===== src/logic/alu_pkg.sv =====
`default_nettype none
package alu_pkg;

	localparam int unsigned ADDR_W  = 12;
	localparam int unsigned DATA_W  = 32;
	localparam int unsigned FILE_AW = 7;
	localparam int unsigned FILE_N  = 128;

	localparam logic [11:0] CMD_OFFSET    = 12'h000;
	localparam logic [11:0] ACC_OFFSET    = 12'h004;
	localparam logic [11:0] STATUS_OFFSET = 12'h008;
	localparam logic [2:0]  FILE_PAGE     = 3'h1;

	localparam int unsigned IMM_LSB   = 0;
	localparam int unsigned FADDR_LSB = 8;
	localparam int unsigned BIT_LSB   = 16;
	localparam int unsigned DEST_POS  = 20;
	localparam int unsigned OP_LSB    = 24;

	localparam int unsigned STAT_C    = 0;
	localparam int unsigned STAT_DC   = 1;
	localparam int unsigned STAT_Z    = 2;
	localparam int unsigned STAT_SKIP = 3;
	localparam int unsigned STAT_BAD  = 4;

	localparam logic [7:0] ACC_RESET  = 8'h00;
	localparam logic       FLAG_RESET = 1'b0;

	typedef enum logic [3:0] {
		OP_IDLE      = 4'h0,
		OP_ADD_IMM   = 4'h1,
		OP_ADD_REG   = 4'h2,
		OP_AND_IMM   = 4'h3,
		OP_AND_REG   = 4'h4,
		OP_BIT_CLEAR = 4'h5,
		OP_BIT_SET   = 4'h6,
		OP_SKIP_ZERO = 4'h7,
		OP_MOVE_REG  = 4'h8,
		OP_STORE_ACC = 4'h9,
		OP_LOAD_IMM  = 4'hA
	} op_t;

	typedef struct packed {
		op_t        op;
		logic       dest;
		logic [2:0] bitpos;
		logic [6:0] faddr;
		logic [7:0] imm;
	} instr_t;

	typedef struct packed {
		logic [7:0] result;
		logic       carry;
		logic       half;
		logic       zero;
		logic       wr_acc;
		logic       wr_file;
		logic       upd_c;
		logic       upd_dc;
		logic       upd_z;
		logic       skip;
		logic       bad;
	} alu_out_t;

	typedef enum logic [1:0] {
		EXEC_RUN  = 2'b01,
		EXEC_SKIP = 2'b10
	} exec_state_t;

endpackage : alu_pkg
`default_nettype wire


===== src/logic/acc_core.sv =====
`timescale 1ns/100ps
`default_nettype none
module acc_core (
	input  wire logic        pclk,
	input  wire logic        presetn,
	input  wire logic        psel,
	input  wire logic        penable,
	input  wire logic        pwrite,
	input  wire logic [11:0] paddr,
	input  wire logic [31:0] pwdata,
	output logic      [31:0] prdata,
	output logic             pready,
	output logic             pslverr,
	output logic      [7:0]  accumulator,
	output logic             arith_overflow_bit,
	output logic             half_carry_flag,
	output logic             result_null_flag,
	output logic             skip_active,
	output logic             exec_done
);

	////////////////////////////////////////////////////////////////////////
	// Bus decode

	logic              setup;
	logic              fire;
	logic              aligned;
	logic              hit_cmd;
	logic              hit_acc;
	logic              hit_status;
	logic              hit_file;
	logic              mapped;
	logic [6:0]        bus_index;

	assign setup      = psel & ~penable;
	assign fire       = psel & penable & pready;
	assign aligned    = (paddr[1:0] == 2'b00);
	assign hit_cmd    = (paddr == alu_pkg::CMD_OFFSET);
	assign hit_acc    = (paddr == alu_pkg::ACC_OFFSET);
	assign hit_status = (paddr == alu_pkg::STATUS_OFFSET);
	assign hit_file   = (paddr[11:9] == alu_pkg::FILE_PAGE) & aligned;
	assign mapped     = hit_cmd | hit_acc | hit_status | hit_file;
	assign bus_index  = paddr[8:2];

	////////////////////////////////////////////////////////////////////////
	// Instruction word taken from the command write data

	alu_pkg::instr_t   instr;
	alu_pkg::alu_out_t alu_res;
	alu_pkg::exec_state_t state;
	logic [7:0]        file_val;
	logic [7:0]        bus_file_val;
	logic              bad_op;

	always_comb begin
		instr.op     = alu_pkg::op_t'(pwdata[alu_pkg::OP_LSB +: 4]);
		instr.dest   = pwdata[alu_pkg::DEST_POS];
		instr.bitpos = pwdata[alu_pkg::BIT_LSB +: 3];
		instr.faddr  = pwdata[alu_pkg::FADDR_LSB +: 7];
		instr.imm    = pwdata[alu_pkg::IMM_LSB +: 8];
	end

	logic cmd_commit;
	logic exec_live;

	// A command write during a pending skip is discarded; it only ends the skip and pulses exec_done
	assign cmd_commit = fire & pwrite & hit_cmd;
	assign exec_live  = cmd_commit & (state == alu_pkg::EXEC_RUN);

	////////////////////////////////////////////////////////////////////////
	// Operand store and operation unit

	logic       ram_wr_en;
	logic [6:0] ram_wr_addr;
	logic [7:0] ram_wr_data;

	always_comb begin
		ram_wr_en   = 1'b0;
		ram_wr_addr = instr.faddr;
		ram_wr_data = alu_res.result;
		if (exec_live && alu_res.wr_file) begin
			ram_wr_en = 1'b1;
		end else if (fire && pwrite && hit_file) begin
			ram_wr_en   = 1'b1;
			ram_wr_addr = bus_index;
			ram_wr_data = pwdata[7:0];
		end
	end

	file_ram u_file_ram (
		.pclk      (pclk),
		.wr_en     (ram_wr_en),
		.wr_addr   (ram_wr_addr),
		.wr_data   (ram_wr_data),
		.exec_addr (instr.faddr),
		.exec_data (file_val),
		.bus_addr  (bus_index),
		.bus_data  (bus_file_val)
	);

	op_unit u_op_unit (
		.acc      (accumulator),
		.file_val (file_val),
		.instr    (instr),
		.out      (alu_res)
	);

	////////////////////////////////////////////////////////////////////////
	// Skip sequencing

	always_ff @(posedge pclk or negedge presetn) begin
		if (!presetn) begin
			state <= alu_pkg::EXEC_RUN;
		end else if (cmd_commit) begin
			unique case (state)
				alu_pkg::EXEC_RUN: begin
					if (alu_res.skip) begin
						state <= alu_pkg::EXEC_SKIP;
					end
				end
				alu_pkg::EXEC_SKIP: begin
					state <= alu_pkg::EXEC_RUN;
				end
			endcase
		end
	end

	always_ff @(posedge pclk or negedge presetn) begin
		if (!presetn) begin
			skip_active <= alu_pkg::FLAG_RESET;
		end else if (cmd_commit) begin
			skip_active <= (state == alu_pkg::EXEC_RUN) & alu_res.skip;
		end
	end

	always_ff @(posedge pclk or negedge presetn) begin
		if (!presetn) begin
			exec_done <= 1'b0;
		end else begin
			exec_done <= cmd_commit;
		end
	end

	////////////////////////////////////////////////////////////////////////
	// Accumulator

	always_ff @(posedge pclk or negedge presetn) begin
		if (!presetn) begin
			accumulator <= alu_pkg::ACC_RESET;
		end else if (exec_live && alu_res.wr_acc) begin
			accumulator <= alu_res.result;
		end else if (fire && pwrite && hit_acc) begin
			accumulator <= pwdata[7:0];
		end
	end

	////////////////////////////////////////////////////////////////////////
	// Flags; software may preload them through the status word

	always_ff @(posedge pclk or negedge presetn) begin
		if (!presetn) begin
			arith_overflow_bit <= alu_pkg::FLAG_RESET;
		end else if (exec_live && alu_res.upd_c) begin
			arith_overflow_bit <= alu_res.carry;
		end else if (fire && pwrite && hit_status) begin
			arith_overflow_bit <= pwdata[alu_pkg::STAT_C];
		end
	end

	always_ff @(posedge pclk or negedge presetn) begin
		if (!presetn) begin
			half_carry_flag <= alu_pkg::FLAG_RESET;
		end else if (exec_live && alu_res.upd_dc) begin
			half_carry_flag <= alu_res.half;
		end else if (fire && pwrite && hit_status) begin
			half_carry_flag <= pwdata[alu_pkg::STAT_DC];
		end
	end

	always_ff @(posedge pclk or negedge presetn) begin
		if (!presetn) begin
			result_null_flag <= alu_pkg::FLAG_RESET;
		end else if (exec_live && alu_res.upd_z) begin
			result_null_flag <= alu_res.zero;
		end else if (fire && pwrite && hit_status) begin
			result_null_flag <= pwdata[alu_pkg::STAT_Z];
		end
	end

	// Sticky mark for undefined opcodes; write one to clear.
	// Set and clear come from different transfers, so they never collide.
	always_ff @(posedge pclk or negedge presetn) begin
		if (!presetn) begin
			bad_op <= alu_pkg::FLAG_RESET;
		end else if (exec_live && alu_res.bad) begin
			bad_op <= 1'b1;
		end else if (fire && pwrite && hit_status && pwdata[alu_pkg::STAT_BAD]) begin
			bad_op <= 1'b0;
		end
	end

	////////////////////////////////////////////////////////////////////////
	// Bus answer: sampled in setup so pready and prdata leave flops

	logic [31:0] next_prdata;

	always_comb begin
		next_prdata = 32'h0000_0000;
		if (hit_acc) begin
			next_prdata[7:0] = accumulator;
		end else if (hit_status) begin
			next_prdata[alu_pkg::STAT_C]    = arith_overflow_bit;
			next_prdata[alu_pkg::STAT_DC]   = half_carry_flag;
			next_prdata[alu_pkg::STAT_Z]    = result_null_flag;
			next_prdata[alu_pkg::STAT_SKIP] = skip_active;
			next_prdata[alu_pkg::STAT_BAD]  = bad_op;
		end else if (hit_file) begin
			next_prdata[7:0] = bus_file_val;
		end
	end

	always_ff @(posedge pclk or negedge presetn) begin
		if (!presetn) begin
			pready <= 1'b0;
		end else begin
			pready <= setup;
		end
	end

	always_ff @(posedge pclk or negedge presetn) begin
		if (!presetn) begin
			pslverr <= 1'b0;
		end else begin
			pslverr <= setup & ~mapped;
		end
	end

	always_ff @(posedge pclk or negedge presetn) begin
		if (!presetn) begin
			prdata <= 32'h0000_0000;
		end else if (setup && !pwrite) begin
			prdata <= next_prdata;
		end else if (!psel) begin
			prdata <= 32'h0000_0000;
		end
	end

endmodule : acc_core
`default_nettype wire


===== src/logic/op_unit.sv =====
`timescale 1ns/100ps
`default_nettype none
module op_unit (
	input  wire logic              [7:0] acc,
	input  wire logic              [7:0] file_val,
	input  wire alu_pkg::instr_t         instr,
	output alu_pkg::alu_out_t            out
);
	logic [8:0] sum;
	logic [4:0] low_sum;
	logic [7:0] opnd;
	logic [7:0] mask;

	always_comb begin
		opnd    = (instr.op == alu_pkg::OP_ADD_IMM) ? instr.imm : file_val;
		sum     = {1'b0, acc} + {1'b0, opnd};
		low_sum = {1'b0, acc[3:0]} + {1'b0, opnd[3:0]};
		mask    = 8'h01 << instr.bitpos;
	end

	always_comb begin
		out         = '0;
		out.carry   = sum[8];
		out.half    = low_sum[4];
		unique case (instr.op)
			alu_pkg::OP_IDLE: begin
				out.result = acc;
			end
			alu_pkg::OP_ADD_IMM: begin
				out.result = sum[7:0];
				out.wr_acc = 1'b1;
				out.upd_c  = 1'b1;
				out.upd_dc = 1'b1;
				out.upd_z  = 1'b1;
			end
			alu_pkg::OP_ADD_REG: begin
				out.result  = sum[7:0];
				out.wr_acc  = ~instr.dest;
				out.wr_file = instr.dest;
				out.upd_c   = 1'b1;
				out.upd_dc  = 1'b1;
				out.upd_z   = 1'b1;
			end
			alu_pkg::OP_AND_IMM: begin
				out.result = acc & instr.imm;
				out.wr_acc = 1'b1;
				out.upd_z  = 1'b1;
			end
			alu_pkg::OP_AND_REG: begin
				out.result  = acc & file_val;
				out.wr_acc  = ~instr.dest;
				out.wr_file = instr.dest;
				out.upd_z   = 1'b1;
			end
			alu_pkg::OP_BIT_CLEAR: begin
				out.result  = file_val & ~mask;
				out.wr_file = 1'b1;
			end
			alu_pkg::OP_BIT_SET: begin
				out.result  = file_val | mask;
				out.wr_file = 1'b1;
			end
			alu_pkg::OP_SKIP_ZERO: begin
				out.result = file_val;
				out.skip   = ~file_val[instr.bitpos];
			end
			alu_pkg::OP_MOVE_REG: begin
				out.result  = file_val;
				out.wr_acc  = ~instr.dest;
				out.wr_file = instr.dest;
				out.upd_z   = 1'b1;
			end
			alu_pkg::OP_STORE_ACC: begin
				out.result  = acc;
				out.wr_file = 1'b1;
			end
			alu_pkg::OP_LOAD_IMM: begin
				out.result = instr.imm;
				out.wr_acc = 1'b1;
			end
			default: begin
				out.result = acc;
				out.bad    = 1'b1;
			end
		endcase
		out.zero = (out.result == 8'h00);
	end
endmodule : op_unit
`default_nettype wire


===== src/logic/file_ram.sv =====
`timescale 1ns/100ps
`default_nettype none
module file_ram (
	input  wire logic       pclk,
	input  wire logic       wr_en,
	input  wire logic [6:0] wr_addr,
	input  wire logic [7:0] wr_data,
	input  wire logic [6:0] exec_addr,
	output logic      [7:0] exec_data,
	input  wire logic [6:0] bus_addr,
	output logic      [7:0] bus_data
);
	// Contents are not reset, as with a real data memory
	logic [7:0] mem [alu_pkg::FILE_N];

	always_ff @(posedge pclk) begin
		if (wr_en) begin
			mem[wr_addr] <= wr_data;
		end
	end

	assign exec_data = mem[exec_addr];
	assign bus_data  = mem[bus_addr];
endmodule : file_ram
`default_nettype wire


===== config.mk =====
export PLATFORM = sky130hd
export DESIGN_NAME = acc_core
export DESIGN_NICKNAME = d
export VERILOG_FILES = /design/src/logic/alu_pkg.sv /design/src/logic/acc_core.sv /design/src/logic/op_unit.sv /design/src/logic/file_ram.sv
export SDC_FILE = /design/constraint.sdc
export NUM_CORES = 2
export LEC_CHECK = 0
export BUFFER_PORTS_ARGS = -buffer_cell sky130_fd_sc_hd__clkbuf_2
export CORE_MARGIN = 5
export CORE_UTILIZATION = 68
export CTS_CLUSTER_SIZE = 16
export DETAILED_ROUTE_END_ITERATION = 8
export PLACE_DENSITY = 0.82
export SLEW_MARGIN = 25
export SYNTH_ARGS = -nofsm -noshare
export SYNTH_HDL_FRONTEND = slang
export SYNTH_SLANG_ARGS = --single-unit

===== constraint.sdc =====
create_clock -name pclk -period 29 [get_ports pclk]
set_input_delay 2.9 -clock pclk [delete_from_list [all_inputs] [get_ports pclk]]
set_output_delay 2.9 -clock pclk [all_outputs]
set_load 0.1 [all_outputs]

==> key figures <==
Status
  • Status: finished with violations
  • Failing checks: design-rule violations

Setup path
  • Arr. time, crit path: 11.33 ns
  • Slowest stage cell, crit path: buf_4
  • CP cell instances: buf_8, buf_4, buf_4, buf_4, mux2i_1, a22oi_1, a21oi_1, o41ai_1, nand4_1, o21ai_0, ha_1, a21o_1, a21oi_1, o21bai_1, a21oi_1, xnor2_1, a21oi_1, o2bb2ai_1, o21ai_4, buf_6
  • Crit path largest cell delay: 0.86 ns
  • Worst r2r dst: u_file_ram.mem[16][5]$_DFFE_PP_
  • Crit start category: primary input
  • CP Max Fanout: between 100 and 150
  • Worst r2r src: u_file_ram.mem[10][1]$_DFFE_PP_
  • CP Capture Type: register
  • Critical path class: in -> reg
  • R2r worst-path depth: 16
  • Worst path required time: approximately 29 ns
  • Crit-path most repeated cell: a21oi_1
  • R2R setup slack: 22.68 ns

STA
  • Slew Limit Fails: 0
  • Final hold slack: 0.513 ns
  • Worst slew margin: 20.1%
  • Post-Route Skew: between 0.03 and 0.04 ns
  • Final setup violation count: 0
  • Worst slew pin tran: between 1 and 1.5 ns
  • Final setup margin: 18.02 ns
  • Max Fclk: roughly 0.091 GHz
  • RSZ-0062 raised after global routing: no
  • Hold Fails Final Rpt: 0
  • Period utilisation layout: 37.9%
  • Crit path time final: ~11 ns
  • Setup TNS: 0 ns

GRT
  • GRT Overall Usage: about 38%
  • First-pass GRT wire length: 220 mm
  • Initial antenna violation count: 5
  • Gr ovfl total: 0
  • Vias in the first global route: between 30000 and 40000
  • Pin count of the biggest net entering global routing: 129

Floorplan
  • Starting density of the core: 68.4%
  • Die width: between 200 and 300 µm
  • Site Rows: 100
  • Die Area: approximately 80000 µm²
  • Number of I/O pins: 96
  • Std-Cell Core Area: around 74000 µm²
  • Die height: around 280 µm

Yosys
  • Mean Syn Cell Area: between 15 and 20 µm²
  • #FFs+latches synth: about 1100
  • Mapped Cells: between 2000 and 3000
  • Async set or reset register ratio after synthesis: around 2.5%
  • Synthesis Warnings: 0
  • Top cell type's share of synthesized area: 60.5%
  • Seq/Total Area, Yosys: 61.8%
  • Mapped Area: 50800 µm²
  • Synth Flop Type: edfxtp_1
  • Yosys top cell by area: edfxtp_1
  • Count of cell types in the netlist: 71
  • Most numerous cell in the Yosys netlist: edfxtp_1
  • Post-synth EDFFs: 1024
  • Synth area leaders: edfxtp_1 60%, mux4_2 23%, mux2i_1 2.6%, nor2_1 1.3%, dfrtp_1 1.2%
  • Post-synth top cells: 1024 x edfxtp_1, 510 x mux4_2, 170 x nor2_1

Hold path
  • Worst Hold Path EP: bad_op$_DFFE_PN0P_
  • Hold Path Depth: 2
  • Hold wc startpoint: bad_op$_DFFE_PN0P_
  • HP Class: reg -> reg

Place
  • Pre-CTS setup slack: 17.12 ns
  • IO buf count: 62
  • Routability cong.: 0.954
  • HPWL Detailed: about 94 mm

Clocking
  • Clock-pin slew on the worst setup and hold paths: about 0.06 ns
  • Clock Latency Late Sink: ~0.69 ns
  • Root buffer cell: clkbuf_16
  • CTS tree: built
  • Longest Clk Path Bufs: 3
  • Post-cts sizing count: 0
  • Post-CTS Hold Fix Bufs: 0
  • Setup Buffers After CTS: 0
  • Clock Sinks: ~1100
  • TritonCTS buffer count: between 100 and 150
  • Htree depth: 3

Routing
  • Antenna Violating Nets Remaining: 0
  • Routed len/inst: approximately 39 µm
  • Final wirelength: approximately 150 mm
  • DR vias: approximately 32000
  • DR DRC count: 2
  • Starting DRT DRC Count: 5556
  • Pre-Repair DR Iteration Count: 9
  • Via density per instance: ~8.2

Pwr
  • Sw frac: 24.3%
  • Power Density: 61.6 nW/µm²
  • Clk network pwr share: between 40 and 50%
  • VDD IR max: about 0.053 mV
  • Flop pwr share: between 50% and 60%
  • Cell Int Power: between 2 and 3 mW
  • P_leak: ~18 nW
  • Comb power frac: 9.9%
  • Net switching power: between 0.8 and 0.9 mW

Final layout
  • Fraction of layout cells with a size suffix above 1: between 20% and 30%
  • Utilization after layout: about three quarters
  • Fin nets: between 2000 and 3000
  • Synthesis-to-layout area growth: 8.72%

Job
  • Max_cap viols: 0
==> cell usage in the layout (no fill, tap or decap), drive strengths merged, types with 19 or more instances in the layout <==
| master | count |
|---|---|
| a21oi | 86 |
| a22oi | 64 |
| a31oi | 19 |
| buf | 71 |
| clkbuf | 177 |
| clkinv | 54 |
| conb | 24 |
| dfrtp | 25 |
| edfxtp | 1024 |
| mux2 | 24 |
| mux2i | 134 |
| mux4 | 510 |
| nand2 | 90 |
| nand3 | 33 |
| nor2 | 170 |
| nor2b | 22 |
| o21ai | 59 |
| o221ai | 23 |
| o22ai | 88 |
==> cell families after synthesis <==
logic type	count (synthesis)	share of synthesized area, %
DFF	1050	61.8
muxes	668	25.8
AOI/OAI and AO/OA	417	5.39
and+or+nand+nor	413	3.82
buffers and inverters	252	2.89
adders and majority gates	10	0.256
xor gates and xnor gates	7	0.121
other	1	0.00738
==> through the flow <==
step,instance area [µm²],power (mW),cells
final,55300,3.40,3893
after global routing,55300,3.48,3892
after CTS,55100,3.39,3890
after detailed placement,51700,2.05,3697
after global placement,51700,2.04,3697
after floorplan,50900,1.97,2841
==> routing by layer <==
layer,routed length [µm],GRT usage (%),vias to the layer above
met5,105,0.774,-
met4,10200,18.9,6
met3,24600,14.4,697
met2,71300,58.3,3249
met1,47200,48.1,16025
li1,-,-,11988
==> critical path, delay by kind of cell <==
family	cells	cell delay [ns]
xor gates and xnor gates	1	0.16
buffers and inverters	5	3.61
AOI/OAI and AO/OA	11	3.22
muxes	1	0.21
and+or+nand+nor	1	0.63
adders and majority gates	1	0.32
==> how the worst max path moves through the flow <==
stage,from,slack [ns],to,cells past startpoint
floorplan,pwdata[24],16.42,u_file_ram.mem[0][6]$_DFFE_PP_,16
global placement,pwdata[8],17.36,u_file_ram.mem[60][4]$_DFFE_PP_,19
detailed placement,pwdata[8],17.12,u_file_ram.mem[60][4]$_DFFE_PP_,19
CTS,pwdata[8],17.75,u_file_ram.mem[121][4]$_DFFE_PP_,19
global route,pwdata[8],17.71,u_file_ram.mem[24][5]$_DFFE_PP_,20
finish,pwdata[8],18.02,u_file_ram.mem[16][5]$_DFFE_PP_,20
==> layout make-up <==
type	instances	area, µm²
Sequential cell	1050	31400
Fill cell	4073	19000
Multi-Input combinational cell	1539	18300
Clock buffer	122	2700
Tap cell	969	1210
Timing Repair Buffer	126	918
Clock inverter	71	719
Inverter	15	56.3
Antenna cell	1	2.50
==> state kept, by name (all words and copies together) (netlist names) <==
register / cells
u_file_ram.mem: 1024
accumulator: 8
prdata: 8
state: 2
arith_overflow_bit: 1
bad_op: 1
exec_done: 1
half_carry_flag: 1
pready: 1
pslverr: 1
result_null_flag: 1
skip_active: 1
==> power groups by stage <==
| stage | Combinational, mW | Clock (mW) | Sequential [mW] |
|---|---|---|---|
| final | 0.337 | 1.36 | 1.70 |
| after detailed placement | 0.320 | 0 | 1.73 |
| after global routing | 0.347 | 1.43 | 1.70 |
| after global placement | 0.310 | 0 | 1.73 |
| after floorplan | 0.213 | 0 | 1.76 |
| after CTS | 0.323 | 1.36 | 1.70 |
No activity file was read; power rests on OpenSTA's default activity.
